File: config.mk
export PLATFORM = sky130hd
export DESIGN_NAME = acr_top
export DESIGN_NICKNAME = d
export VERILOG_FILES = /design/src/rtl/acr_top.v /design/src/rtl/acr_clkdiv.v /design/src/rtl/acr_sar.v
export VERILOG_INCLUDE_DIRS = /design/src /design/src/rtl
export SDC_FILE = /design/constraint.sdc
export NUM_CORES = 1
export LEC_CHECK = 0
export BUFFER_PORTS_ARGS = -buffer_cell sky130_fd_sc_hd__buf_2
export CAP_MARGIN = 20
export CORE_MARGIN = 2
export CORE_UTILIZATION = 40
export CTS_BUF_LIST = sky130_fd_sc_hd__clkbuf_2
export CTS_CLUSTER_DIAMETER = 30
export CTS_CLUSTER_SIZE = 12
export DETAILED_ROUTE_END_ITERATION = 16
export PLACE_DENSITY = 0.64
export SLEW_MARGIN = 10
export SYNTH_ARGS = -nofsm -noshare
export SYNTH_HDL_FRONTEND = slang
export SYNTH_SLANG_ARGS = --single-unit
File: constraint.sdc
create_clock -name ref_clk -period 3 [get_ports ref_clk]
set_clock_uncertainty 0.2 [all_clocks]
set_input_delay 0.15 -clock ref_clk [delete_from_list [all_inputs] [get_ports ref_clk]]
set_output_delay 0.15 -clock ref_clk [all_outputs]
set_load 0.03 [all_outputs]
File: src/rtl/acr_map.vh
// Register map, field positions, reset values and timing counts of the
// converter control block. Included by every design file of the block.
`ifndef ACR_MAP_VH
`define ACR_MAP_VH

// ==========================================================
// Register offsets
`define ACR_ADDR_CSR 8'h70
`define ACR_ADDR_RES_HI 8'h71
`define ACR_ADDR_RES_LO 8'h72
`define ACR_ADDR_EVT_STATUS 8'h73
`define ACR_ADDR_EVT_MASK 8'h74

// ==========================================================
// Control/status fields
`define ACR_CSR_DONE_BIT 7
`define ACR_CSR_SPEED_BIT 6
`define ACR_CSR_ON_BIT 5
`define ACR_CSR_RSVD_BIT 4
`define ACR_CSR_CHAN_MSB 3
`define ACR_CSR_CHAN_LSB 0

// ==========================================================
// Event status and mask fields
`define ACR_EVT_DONE_BIT 0
`define ACR_EVT_ABORT_BIT 1

// ==========================================================
// Reset values
`define ACR_BYTE_RESET 8'h00
`define ACR_CHAN_RESET 4'h0
`define ACR_RES_RESET 10'h000
`define ACR_EVT_RESET 2'h0
`define ACR_SEL_RESET 16'h0000

// ==========================================================
// Conversion shape and timing
`define ACR_NUM_INPUTS 16
`define ACR_SAMPLE_TICKS 4'h4
`define ACR_SAR_TOP_BIT 10'h200
`define ACR_RES_FULL 10'h3FF
`define ACR_DIV_LAST_SLOW 2'h3
`define ACR_DIV_LAST_FAST 2'h1

`endif

File: src/rtl/acr_top.v
// Control/status and result registers of a 10-bit converter.
// Assumes a single-cycle register port and an analog core whose
// comparator and over-range outputs are asynchronous to ref_clk.
//
// Strobed register access is this design's own decision.
`timescale 1ns/1ps

module acr_top (
  // Clock and reset
  input wire ref_clk,
  input wire rst_b,
  // Register port
  input wire [7:0] reg_addr,
  input wire [7:0] reg_wdata,
  input wire reg_wr,
  input wire reg_rd,
  output reg [7:0] reg_rdata,
  // Interrupt
  output reg irq,
  // Analog core
  input wire cmp_high_pin,
  input wire over_range_pin,
  output reg converter_power,
  output wire conv_clk,
  output wire sample_hold,
  output wire [9:0] dac_trial,
  output reg [15:0] analog_input_n_sel
);

  `include "acr_map.vh"

  // ==========================================================
  // Declarations
  reg speed_reg;
  reg converter_on_reg;
  reg [3:0] channel_select_reg;
  reg done_reg;
  reg [7:0] result_high_byte_reg;
  reg [1:0] result_low_bits_reg;
  reg [1:0] evt_status_reg;
  reg [1:0] evt_mask_reg;

  reg speed_next;
  reg converter_on_next;
  reg [3:0] channel_select_next;
  reg done_next;
  reg [1:0] evt_status_next;
  reg [1:0] evt_mask_next;
  reg [7:0] rdata_next;

  reg cmp_meta_reg;
  reg cmp_sync_reg;
  reg ovr_meta_reg;
  reg ovr_sync_reg;
  reg step_phase_reg;
  reg step_phase_next;

  wire csr_write;
  wire mask_write;
  wire high_read;
  wire status_read;
  wire chan_change;
  wire sar_restart;
  wire tick;
  wire step;
  wire done_clear;
  wire sar_done;
  wire [9:0] sar_result;

  // One-hot input select, unimplemented inputs never driven
  function [15:0] input_decode;
    input [3:0] chan;
    input on;
    integer i;
    begin
      input_decode = `ACR_SEL_RESET;
      for (i = 0; i < 16; i = i + 1) begin
        if (on && chan == i[3:0] && i < `ACR_NUM_INPUTS) begin
          input_decode[i] = 1'b1;
        end
      end
    end
  endfunction

  // Strobe aimed at one register offset
  function strobe_at;
    input strobe;
    input [7:0] addr;
    input [7:0] offset;
    begin
      strobe_at = strobe && (addr == offset);
    end
  endfunction

  // ==========================================================
  // Access decode
  assign csr_write = strobe_at(reg_wr, reg_addr, `ACR_ADDR_CSR);
  assign mask_write = strobe_at(reg_wr, reg_addr, `ACR_ADDR_EVT_MASK);
  assign high_read = strobe_at(reg_rd, reg_addr, `ACR_ADDR_RES_HI);
  assign status_read = strobe_at(reg_rd, reg_addr, `ACR_ADDR_EVT_STATUS);
  assign done_clear = high_read || csr_write;

  // Abort only matters while a conversion can be running
  assign chan_change = csr_write && converter_on_reg &&
    (reg_wdata[`ACR_CSR_CHAN_MSB:`ACR_CSR_CHAN_LSB] != channel_select_reg);
  assign sar_restart = chan_change;

  // ==========================================================
  // Comparator synchronisers
  // Comparator and over-range come from the analog core, unclocked
  always @(posedge ref_clk or negedge rst_b) begin
    if (!rst_b) begin
      cmp_meta_reg <= 1'b0;
      cmp_sync_reg <= 1'b0;
      ovr_meta_reg <= 1'b0;
      ovr_sync_reg <= 1'b0;
    end else begin
      cmp_meta_reg <= cmp_high_pin;
      cmp_sync_reg <= cmp_meta_reg;
      ovr_meta_reg <= over_range_pin;
      ovr_sync_reg <= ovr_meta_reg;
    end
  end

  // ==========================================================
  // Converter clock and sequencer
  acr_clkdiv u_clkdiv (
    .ref_clk(ref_clk),
    .rst_b(rst_b),
    .enable(converter_on_reg),
    .speed(speed_reg),
    .tick_reg(tick),
    .conv_clk_reg(conv_clk)
  );

  acr_sar u_sar (
    .ref_clk(ref_clk),
    .rst_b(rst_b),
    .run(converter_on_reg),
    .restart(sar_restart),
    .tick(step),
    .cmp_high(cmp_sync_reg),
    .over_range(ovr_sync_reg),
    .sample_reg(sample_hold),
    .trial_reg(dac_trial),
    .result_reg(sar_result),
    .done_reg(sar_done)
  );

  // ==========================================================
  // Trial step pacing
  // A new trial code comes back through the synchroniser three edges
  // later, more than one fast tick: so one step per two ticks, at
  // both speeds, which keeps the conversion length fixed
  always @* begin
    step_phase_next = step_phase_reg;
    if (tick) begin
      step_phase_next = !step_phase_reg;
    end
    if (!converter_on_reg || sar_restart) begin
      step_phase_next = 1'b0;
    end
  end
  assign step = tick && step_phase_reg;

  // ==========================================================
  // Control/status next values
  always @* begin
    speed_next = speed_reg;
    converter_on_next = converter_on_reg;
    channel_select_next = channel_select_reg;
    if (csr_write) begin
      // Done and reserved bits are not writable
      speed_next = reg_wdata[`ACR_CSR_SPEED_BIT];
      converter_on_next = reg_wdata[`ACR_CSR_ON_BIT];
      channel_select_next = reg_wdata[`ACR_CSR_CHAN_MSB:`ACR_CSR_CHAN_LSB];
    end
  end

  // Set beats clear when both land in one cycle
  always @* begin
    done_next = done_reg;
    if (done_clear) begin
      done_next = 1'b0;
    end
    if (sar_done) begin
      done_next = 1'b1;
    end
  end

  // ==========================================================
  // Event status and mask
  // Events stay sticky until software reads the status
  always @* begin
    evt_status_next = evt_status_reg;
    if (status_read) begin
      evt_status_next = `ACR_EVT_RESET;
    end
    if (sar_done) begin
      evt_status_next[`ACR_EVT_DONE_BIT] = 1'b1;
    end
    if (chan_change) begin
      evt_status_next[`ACR_EVT_ABORT_BIT] = 1'b1;
    end
    evt_mask_next = evt_mask_reg;
    if (mask_write) begin
      evt_mask_next = reg_wdata[`ACR_EVT_ABORT_BIT:`ACR_EVT_DONE_BIT];
    end
  end

  // ==========================================================
  // Read mux
  always @* begin
    case (reg_addr)
      `ACR_ADDR_CSR: begin
        rdata_next = `ACR_BYTE_RESET;
        rdata_next[`ACR_CSR_DONE_BIT] = done_reg;
        rdata_next[`ACR_CSR_SPEED_BIT] = speed_reg;
        rdata_next[`ACR_CSR_ON_BIT] = converter_on_reg;
        // Reserved bit stays zero
        rdata_next[`ACR_CSR_CHAN_MSB:`ACR_CSR_CHAN_LSB] = channel_select_reg;
      end
      `ACR_ADDR_RES_HI: begin
        rdata_next = result_high_byte_reg;
      end
      `ACR_ADDR_RES_LO: begin
        rdata_next = `ACR_BYTE_RESET;
        rdata_next[1:0] = result_low_bits_reg;
      end
      `ACR_ADDR_EVT_STATUS: begin
        rdata_next = `ACR_BYTE_RESET;
        rdata_next[`ACR_EVT_ABORT_BIT:`ACR_EVT_DONE_BIT] = evt_status_reg;
      end
      `ACR_ADDR_EVT_MASK: begin
        rdata_next = `ACR_BYTE_RESET;
        rdata_next[`ACR_EVT_ABORT_BIT:`ACR_EVT_DONE_BIT] = evt_mask_reg;
      end
      default: begin
        rdata_next = `ACR_BYTE_RESET;
      end
    endcase
  end

  // ==========================================================
  // Registers
  always @(posedge ref_clk or negedge rst_b) begin
    if (!rst_b) begin
      speed_reg <= 1'b0;
      converter_on_reg <= 1'b0;
      channel_select_reg <= `ACR_CHAN_RESET;
      done_reg <= 1'b0;
      result_high_byte_reg <= `ACR_BYTE_RESET;
      result_low_bits_reg <= 2'h0;
      evt_status_reg <= `ACR_EVT_RESET;
      evt_mask_reg <= `ACR_EVT_RESET;
      step_phase_reg <= 1'b0;
    end else begin
      speed_reg <= speed_next;
      converter_on_reg <= converter_on_next;
      channel_select_reg <= channel_select_next;
      done_reg <= done_next;
      evt_status_reg <= evt_status_next;
      evt_mask_reg <= evt_mask_next;
      step_phase_reg <= step_phase_next;
      // No latching: a late low-half read may pair with an older high half
      // Port writes never reach the results
      if (sar_done) begin
        result_high_byte_reg <= sar_result[9:2];
        result_low_bits_reg <= sar_result[1:0];
      end
    end
  end

  // ==========================================================
  // Outputs
  // irq, power and input select built from next values so they line up with the registers; reg_rdata comes from the current-value read mux
  always @(posedge ref_clk or negedge rst_b) begin
    if (!rst_b) begin
      reg_rdata <= `ACR_BYTE_RESET;
      irq <= 1'b0;
      converter_power <= 1'b0;
      analog_input_n_sel <= `ACR_SEL_RESET;
    end else begin
      reg_rdata <= reg_rd ? rdata_next : `ACR_BYTE_RESET;
      irq <= |(evt_status_next & evt_mask_next);
      converter_power <= converter_on_next;
      analog_input_n_sel <= input_decode(channel_select_next, converter_on_next);
    end
  end

endmodule

File: src/rtl/acr_clkdiv.v
// Converter clock divider: ref_clk divided by 4 or by 2.
// Assumes speed and enable come from flops on ref_clk.
`timescale 1ns/1ps

module acr_clkdiv (
  // Clock and reset
  input wire ref_clk,
  input wire rst_b,
  // Control
  input wire enable,
  input wire speed,
  // Converter timing
  output reg tick_reg,
  output reg conv_clk_reg
);

  `include "acr_map.vh"

  reg [1:0] cnt_reg;
  reg [1:0] cnt_next;
  reg [1:0] last;

  // ==========================================================
  // Divider
  always @* begin
    last = speed ? `ACR_DIV_LAST_FAST : `ACR_DIV_LAST_SLOW;
    cnt_next = (cnt_reg == last) ? 2'h0 : cnt_reg + 2'h1;
    if (!enable) begin
      cnt_next = 2'h0;
    end
  end

  // Clock held low while off to save power
  always @(posedge ref_clk or negedge rst_b) begin
    if (!rst_b) begin
      cnt_reg <= 2'h0;
      tick_reg <= 1'b0;
      conv_clk_reg <= 1'b0;
    end else begin
      cnt_reg <= cnt_next;
      tick_reg <= enable && (cnt_reg == last);
      conv_clk_reg <= enable && (speed ? cnt_next[0] : cnt_next[1]);
    end
  end

endmodule

File: src/rtl/acr_sar.v
// Successive approximation sequencer: sample phase, then ten trial steps.
// Assumes cmp_high and over_range are already synchronised to ref_clk.
`timescale 1ns/1ps

module acr_sar (
  // Clock and reset
  input wire ref_clk,
  input wire rst_b,
  // Control
  input wire run,
  input wire restart,
  input wire tick,
  // Comparator
  input wire cmp_high,
  input wire over_range,
  // Results
  output reg sample_reg,
  output reg [9:0] trial_reg,
  output reg [9:0] result_reg,
  output reg done_reg
);

  `include "acr_map.vh"

  localparam ST_IDLE = 2'b00;
  localparam ST_SAMPLE = 2'b01;
  localparam ST_CONVERT = 2'b10;

  reg [1:0] state_reg;
  reg [3:0] wait_reg;
  reg [9:0] bit_reg;

  // Keep or drop the bit under trial
  function [9:0] resolve;
    input [9:0] trial;
    input [9:0] bitsel;
    input keep;
    begin
      resolve = keep ? trial : (trial & ~bitsel);
    end
  endfunction

  // ==========================================================
  // Sequencer
  always @(posedge ref_clk or negedge rst_b) begin
    if (!rst_b) begin
      state_reg <= ST_IDLE;
      wait_reg <= 4'h0;
      bit_reg <= 10'h000;
      sample_reg <= 1'b0;
      trial_reg <= `ACR_RES_RESET;
      result_reg <= `ACR_RES_RESET;
      done_reg <= 1'b0;
    end else begin
      done_reg <= 1'b0;
      if (!run) begin
        state_reg <= ST_IDLE;
        sample_reg <= 1'b0;
        trial_reg <= `ACR_RES_RESET;
      end else if (restart || state_reg == ST_IDLE) begin
        state_reg <= ST_SAMPLE;
        wait_reg <= `ACR_SAMPLE_TICKS;
        sample_reg <= 1'b1;
        trial_reg <= `ACR_RES_RESET;
      end else if (tick) begin
        case (state_reg)
          ST_SAMPLE: begin
            if (wait_reg == 4'h1) begin
              state_reg <= ST_CONVERT;
              sample_reg <= 1'b0;
              bit_reg <= `ACR_SAR_TOP_BIT;
              trial_reg <= `ACR_SAR_TOP_BIT;
            end else begin
              wait_reg <= wait_reg - 4'h1;
            end
          end
          ST_CONVERT: begin
            if (bit_reg[0]) begin
              // Back to sampling at once: continuous mode
              result_reg <= over_range ? `ACR_RES_FULL :
                resolve(trial_reg, bit_reg, cmp_high);
              done_reg <= 1'b1;
              state_reg <= ST_SAMPLE;
              wait_reg <= `ACR_SAMPLE_TICKS;
              sample_reg <= 1'b1;
            end else begin
              trial_reg <= resolve(trial_reg, bit_reg, cmp_high) | (bit_reg >> 1);
              bit_reg <= bit_reg >> 1;
            end
          end
          default: begin
            state_reg <= ST_IDLE;
          end
        endcase
      end
    end
  end

endmodule

==> results.toml, run 1 <==
[clock_tree]
clock_tree.buffer_depth = 2
cts_hold_repair.buffers = 28
clkSlewWorstSetupHoldPaths_ps = 210
tritoncts = "built"
clock_tree.htree_level_count = 3
cts_setup_buffers = 0
clock_tree.root_cell = "sky130_fd_sc_hd__clkbuf_2"
worst_skew_pair.late_latency_ps = 580
cts_num_sinks = 93
cts_inserted_buffers = 9
cts_resized = 0

[status]
outcome = "finished, final reports clean"

[global_route]
grt_use_total = 0.170
grt_first_pass_wirelength_um = 15600
grt_pass1_vias = 3219
pin_count_of_the_biggest_net_entering_global_routing = 57
global_route_congestion_overflow_total = 0
grt_antenna_before_repair = 0

[sta]
final_count_of_negative_setup_slack_endpoints = 0
achievable-frequency_mhz = 360
fin_crit_ps = 2770
worst_slew_pin_slew_ps = 626
final.period_utilization = 0.925
grt_setup_unrepaired = "false"
setup_total_negative_slack_ps = 0
slew_violations = 0
max_slew_margin = 0.579
report.final.hold_viol_count = 0

[detailed_routing]
ant_nets = 0
avgViaCountPerCell = 5.11
detail_route.drc_violations = 0
firstDrtPassIters = 5
routed_wirelength_um = 9230
wire_length_per_cell_um = 14.4
drtIter0Drc = 162
via_count = 3273

[synthesis]
netlist.top_cell.by_area = "sky130_fd_sc_hd__dfrtp_1"
synth_enable_flop_cells = 0
synth_async_sr_flop_share = 1.00
netlist_instances = 414
yosysMostFrequentCell = "sky130_fd_sc_hd__dfrtp_1"
register_bit_total_from_synthesis = 93
netlist-cell-type-count = 49
mappedNetlistArea_um2 = 4340
synth_ff_type = "sky130_fd_sc_hd__dfrtp_1"
synth_seq_area_share = 0.536
syn_avg_cell_area_um2 = 10.5
synthesis.yosys.warnings = 0
synth.net_count = 442
post_synth_main_area_contributors = "sky130_fd_sc_hd__dfrtp_1 54%, sky130_fd_sc_hd__mux2i_1 7.6%, sky130_fd_sc_hd__mux2_2 3.4%"
yosys.area.top_type_share = 0.536
yosys-top-cells-count = "93 x sky130_fd_sc_hd__dfrtp_1, 35 x sky130_fd_sc_hd__nand2_1, 35 x sky130_fd_sc_hd__nor2_1"

[power_and_ir_drop]
power_leakage_nw = 2.43
vdd_ir_drop_max_uv = 192
power.density_cell_area_nw_per_um2 = 566

[die]
floorplan.io_pins = 60
start_util = 0.406
floorplan.core_area_um2 = 10700
die_width_um = 108
core.rowCount = 38
floorplan.die.height_um = 108
die_area_um2 = 11700

[critical_path]
cp-start-kind = "flop"
r2r_setup_slack_ps = 230
crit_type = "flop to flop"
worst_ep_required_time_ps = 3300
critical_path.endpoint_type = "flop"
critical_path.max_fanout = 10
arrival_ps = 3080

[finish]
top_register = "analog_input_n_sel"
final_layout_size_suffix_gt1_frac = 0.202
largest_register_ffs = 16
num-nets-final = 524
multi_input_comb_area_um2 = 1810
flow.area_growth_from_synthesis_pct = 19.8
nFillCells = 997
n_antenna_cell = 0
ff_latch_area_um2 = 2330
layout.cells.non_filler = 641

[hold_path]
worstHoldPathType = "input port to flop"

[job]
drv_cap = 0

[placement]
numPortBuffers = 57
dp.cells = 597
dp.final_hpwl_um = 6310
gp_congestion = 0.797
==> metal layers <==
metal	vias to the layer above	routed length, µm	global-route usage
met5	-	0	0
met4	0	179	0.0668
met3	14	442	0.0410
met2	68	4350	0.273
met1	1606	4260	0.223
li1	1585	-	-
==> cells in the final DEF (no fill, tap or decap), types with 2 or more instances in the layout <==
master and n:
sky130_fd_sc_hd__a21o_1 4, sky130_fd_sc_hd__a21oi_1 24, sky130_fd_sc_hd__a31oi_1 8, sky130_fd_sc_hd__and2_1 5
sky130_fd_sc_hd__and3_1 3, sky130_fd_sc_hd__buf_12 2, sky130_fd_sc_hd__buf_2 56, sky130_fd_sc_hd__buf_4 8
sky130_fd_sc_hd__bufinv_16 2, sky130_fd_sc_hd__clkbuf_2 12, sky130_fd_sc_hd__dfrtp_1 93, sky130_fd_sc_hd__dlygate4sd3_1 27
sky130_fd_sc_hd__ha_1 6, sky130_fd_sc_hd__inv_1 27, sky130_fd_sc_hd__mux2_2 13, sky130_fd_sc_hd__mux2i_1 33
sky130_fd_sc_hd__mux4_2 2, sky130_fd_sc_hd__nand2_1 35, sky130_fd_sc_hd__nand2b_1 17, sky130_fd_sc_hd__nand3_1 24
sky130_fd_sc_hd__nand3b_1 3, sky130_fd_sc_hd__nand4_1 4, sky130_fd_sc_hd__nor2_1 35, sky130_fd_sc_hd__nor2b_1 6
sky130_fd_sc_hd__nor3_1 7, sky130_fd_sc_hd__nor3b_1 2, sky130_fd_sc_hd__o21ai_0 10, sky130_fd_sc_hd__o31ai_1 2
sky130_fd_sc_hd__o41ai_1 2, sky130_fd_sc_hd__xnor2_1 5, sky130_fd_sc_hd__xor2_1 2
==> stage by stage <==
stage	util	worst slack [ps]	total power [mW]	hold slack [ps]	area, µm²
3_3_place_gp	0.447	325	2.23	-54.7	4780
3_5_place_dp	0.447	286	2.25	-48.3	4780
6_report	0.486	225	2.95	17.6	5200
5_1_grt	0.486	39.7	3.14	26.6	5200
4_1_cts	0.486	210	2.96	7.14	5200
2_1_floorplan	-	511	2.03	-346	4340
==> area by class of cell <==
cell class / instances / share of cell area
multi-input cells: 272 / 0.349
well taps: 140 / 0.0337
clock inverters: 4 / 0.0140
flip-flops and latches: 93 / 0.448
inverters: 27 / 0.0195
clock buffers: 12 / 0.0115
repair buffers: 93 / 0.125
==> cells by family after synthesis <==
| logic type | Yosys count | share of synthesized area |
|---|---|---|
| and+or+nand+nor | 149 | 0.171 |
| DFF | 93 | 0.536 |
| AOI/OAI and AO/OA | 62 | 0.0945 |
| buffers and inverters | 49 | 0.0464 |
| muxes | 48 | 0.120 |
| xor gates and xnor gates | 7 | 0.0141 |
| adders and majority gates | 6 | 0.0173 |
==> power by group <==
| part | internal, mW | switching [mW] |
|---|---|---|
| logic | 0.282 | 0.404 |
| registers | 1.41 | 0.160 |
| clock network | 0.285 | 0.408 |
==> final timing paths <==
path	start	to	depth (start not counted)
max	u_sar.wait_reg[1]	u_sar.bit_reg[7]	7
min	reg_addr[7]	evt_status_reg[0]	4
max reg2reg	u_sar.wait_reg[1]	u_sar.bit_reg[7]	7
min reg2reg	cmp_meta_reg	cmp_sync_reg	0
max in group asynchronous	rst_b	u_clkdiv.cnt_reg[0]	4
min in group asynchronous	rst_b	reg_rdata[5]	4
==> worst max-delay path, cell delays in order, from the launching register on <==
cell                        delay, ps
sky130_fd_sc_hd__dfrtp_1          430
sky130_fd_sc_hd__inv_1            100
sky130_fd_sc_hd__ha_1             160
sky130_fd_sc_hd__or3b_1           450
sky130_fd_sc_hd__a221o_1          550
sky130_fd_sc_hd__a2111oi_4        360
sky130_fd_sc_hd__buf_4            250
sky130_fd_sc_hd__mux2i_1          210
No activity file was read; power rests on OpenSTA's default activity.
==> run 2, diff against run 1 <==
- ABC_AREA: default -> 1
- CTS_BUF_LIST: sky130_fd_sc_hd__clkbuf_2 -> sky130_fd_sc_hd__clkbuf_8
- SLEW_MARGIN: 10 -> default
==> run 2 against run 1 <==
  * Hold slack worse by 5.4 ps
  * Routed wire length is 6.6% lower
  * Cell area is 3.5% lower
  * Combinational power is 20% higher
  * Core utilization is 0.22 points higher
  * Non-clock buffer count is 16 lower
  * Largest power group unchanged
  * Clock-buffer cell count is 3 lower
  * Sequential share of layout area is 1.6 points higher
  * Die area is 2.5% lower
==> results.toml, run 2 <==
[die]
floorplan.core_area_um2 = 10300
core.rowCount = 37
start_util = 0.412
die_area_um2 = 11400
floorplan.die.height_um = 107
die_width_um = 107
floorplan.io_pins = 60

[sta]
slew_violations = 0
setup_total_negative_slack_ps = 0
achievable-frequency_mhz = 432
worst_slew_pin_slew_ps = 759
report.final.hold_viol_count = 0
final_count_of_negative_setup_slack_endpoints = 0
grt_setup_unrepaired = "false"
max_slew_margin = 0.493
fin_crit_ps = 2320
timing.hold.ws_ps = 12.2
final.period_utilization = 0.772

[critical_path]
critical_path.endpoint_type = "flop"
r2r_setup_slack_ps = 740
arrival_ps = 2410
critical_path.startpoint = "reg_addr[1]"
critical_path.max_fanout = 21
worstReg2RegStart = "channel_select_reg[1]"
crit_type = "input port to flop"
cp-start-kind = "input port"
worst_ep_required_time_ps = 3090

[detailed_routing]
drtIter0Drc = 172
routed_wirelength_um = 8620
wire_length_per_cell_um = 12.2
detail_route.drc_violations = 0
ant_nets = 0
firstDrtPassIters = 4
via_count = 3358
avgViaCountPerCell = 4.74

[synthesis]
yosys.area.top_type_share = 0.550
register_bit_total_from_synthesis = 93
netlist.top_cell.by_area = "sky130_fd_sc_hd__dfrtp_1"
synth.net_count = 519
synthesis.yosys.warnings = 0
netlist_instances = 491
synth_enable_flop_cells = 0
post_synth_main_area_contributors = "sky130_fd_sc_hd__dfrtp_1 55%, sky130_fd_sc_hd__nand2_1 12%, sky130_fd_sc_hd__inv_1 5.1%"
yosysMostFrequentCell = "sky130_fd_sc_hd__nand2_1"
yosys-top-cells-count = "136 x sky130_fd_sc_hd__nand2_1, 93 x sky130_fd_sc_hd__dfrtp_1, 58 x sky130_fd_sc_hd__inv_1"
synth_seq_area_share = 0.550
synth_ff_type = "sky130_fd_sc_hd__dfrtp_1"
syn_avg_cell_area_um2 = 8.62
netlist-cell-type-count = 33
mappedNetlistArea_um2 = 4230
synth_async_sr_flop_share = 1.00

[power_and_ir_drop]
power.density_cell_area_nw_per_um2 = 633
power_leakage_nw = 2.58
vdd_ir_drop_max_uv = 309
finalPower_mw = 3.18

[finish]
most_common_cell_after_layout_fill_and_taps_aside = "sky130_fd_sc_hd__nand2_1"
top_register = "analog_input_n_sel"
final_area_um2 = 5020
flow.area_growth_from_synthesis_pct = 18.6
n_antenna_cell = 0
nFillCells = 981
num-nets-final = 596
final_layout_size_suffix_gt1_frac = 0.201
largest_register_ffs = 16
mostFrequentLayoutCells = "136 x sky130_fd_sc_hd__nand2_1, 93 x sky130_fd_sc_hd__dfrtp_1, 58 x sky130_fd_sc_hd__inv_1"

[clock_tree]
clock_tree.root_cell = "sky130_fd_sc_hd__clkbuf_8"
cts_inserted_buffers = 9
cts_setup_buffers = 0
clock_tree.htree_level_count = 3
cts_resized = 0
cts_hold_repair.buffers = 15
worst_skew_pair.late_latency_ps = 380
tritoncts = "built"
clkSlewWorstSetupHoldPaths_ps = 90
clock_tree.buffer_depth = 2
cts_num_sinks = 93

[placement]
detailed_place.area_um2 = 4660
dp.final_hpwl_um = 6070
gp_congestion = 0.856
numPortBuffers = 57

[hold_path]
worstHoldPathType = "input port to flop"
hold_crit_start = "reg_wr"

[status]
outcome = "finished, final reports clean"

[global_route]
grt_antenna_before_repair = 0
grt_use_total = 0.164
grt_pass1_vias = 3230
pin_count_of_the_biggest_net_entering_global_routing = 42
global_route_congestion_overflow_total = 0
grt_first_pass_wirelength_um = 14900

[job]
drv_cap = 0
## run 2: cell count changes in the layout (fill, tap and decap cells not counted), moves of 9 or more
cell | before | now
sky130_fd_sc_hd__o21ai_2 | 0 | 13
sky130_fd_sc_hd__nand2b_1 | 17 | 0
sky130_fd_sc_hd__nor2_1 | 35 | 52
sky130_fd_sc_hd__o21ai_0 | 10 | 43
sky130_fd_sc_hd__a21oi_1 | 24 | 6
sky130_fd_sc_hd__dlygate4sd3_1 | 27 | 15
sky130_fd_sc_hd__inv_1 | 27 | 58
sky130_fd_sc_hd__mux2i_1 | 33 | 0
sky130_fd_sc_hd__clkbuf_8 | 0 | 9
sky130_fd_sc_hd__mux2_2 | 13 | 0
sky130_fd_sc_hd__clkbuf_2 | 12 | 0
sky130_fd_sc_hd__o21ai_1 | 0 | 13
sky130_fd_sc_hd__nand2_1 | 35 | 136
sky130_fd_sc_hd__nand3_1 | 24 | 13
## run 2: report_power, final
group          switching, mW  total, mW  leakage, nW  internal (mW)
Sequential            0.0884       1.46         1.25           1.37
Clock                  0.491      0.897        0.108          0.406
Combinational          0.559      0.821         1.23          0.262
Total                   1.14       3.18         2.58           2.04
## run 2: path summary, 6_finish.rpt
check / to / cells after the start
max: u_sar.result_reg[4] / 11
min in group asynchronous: u_sar.bit_reg[4] / 2
min reg2reg: ovr_sync_reg / 0
max reg2reg: u_sar.result_reg[4] / 8
max in group asynchronous: u_clkdiv.cnt_reg[0] / 3
min: evt_mask_reg[0] / 4
## run 2: cells by family (layout without fill, tap and decap cells)
kind of cell             after synthesis  count (layout)  share of synthesized area
buffers and inverters                 77             159                     0.0748
flip-flops                            93              93                      0.550
AO/OA/AOI/OAI                         82              82                      0.112
XOR/XNOR                               3               3                    0.00621
adder cells (fa/ha/maj)                6               6                     0.0177
AND/OR/NAND/NOR                      230             230                      0.239
## run 2: area by class of cell
class,count,area (µm²),share of cell area
Clock buffer,9,124,0.0247
Clock inverter,7,87.6,0.0175
Inverter,66,248,0.0494
Multi-Input combinational cell,321,1590,0.316
Sequential cell,93,2330,0.464
Tap cell,136,170,0.0339
Timing Repair Buffer,77,475,0.0947
## run 2: metrics by stage
step / worst slack, ps / instances / util
floorplan: 1090 / 491 / -
global placement: 816 / 678 / 0.453
detailed placement: 751 / 678 / 0.453
CTS: 674 / 709 / 0.488
global route: 432 / 709 / 0.488
finish: 683 / 709 / 0.488
## run 2: metal layers
| metal | GRT usage | part of all wire |
|---|---|---|
| met1 | 0.219 | 0.48 |
| met2 | 0.263 | 0.45 |
| met3 | 0.0359 | 0.049 |
| met4 | 0.0594 | 0.021 |
| met5 | 0 | 0 |
## run 2: critical path: stages
cell and delay, ps:
sky130_fd_sc_hd__dlygate4sd3_1 550, sky130_fd_sc_hd__buf_2 140, sky130_fd_sc_hd__inv_2 70, sky130_fd_sc_hd__nand2_1 60, sky130_fd_sc_hd__nor2_2 150, sky130_fd_sc_hd__nand3_4 180, sky130_fd_sc_hd__nor2_4 170, sky130_fd_sc_hd__a21oi_2 100
sky130_fd_sc_hd__nand2_1 570, sky130_fd_sc_hd__nand2_1 160, sky130_fd_sc_hd__o21ai_2 90
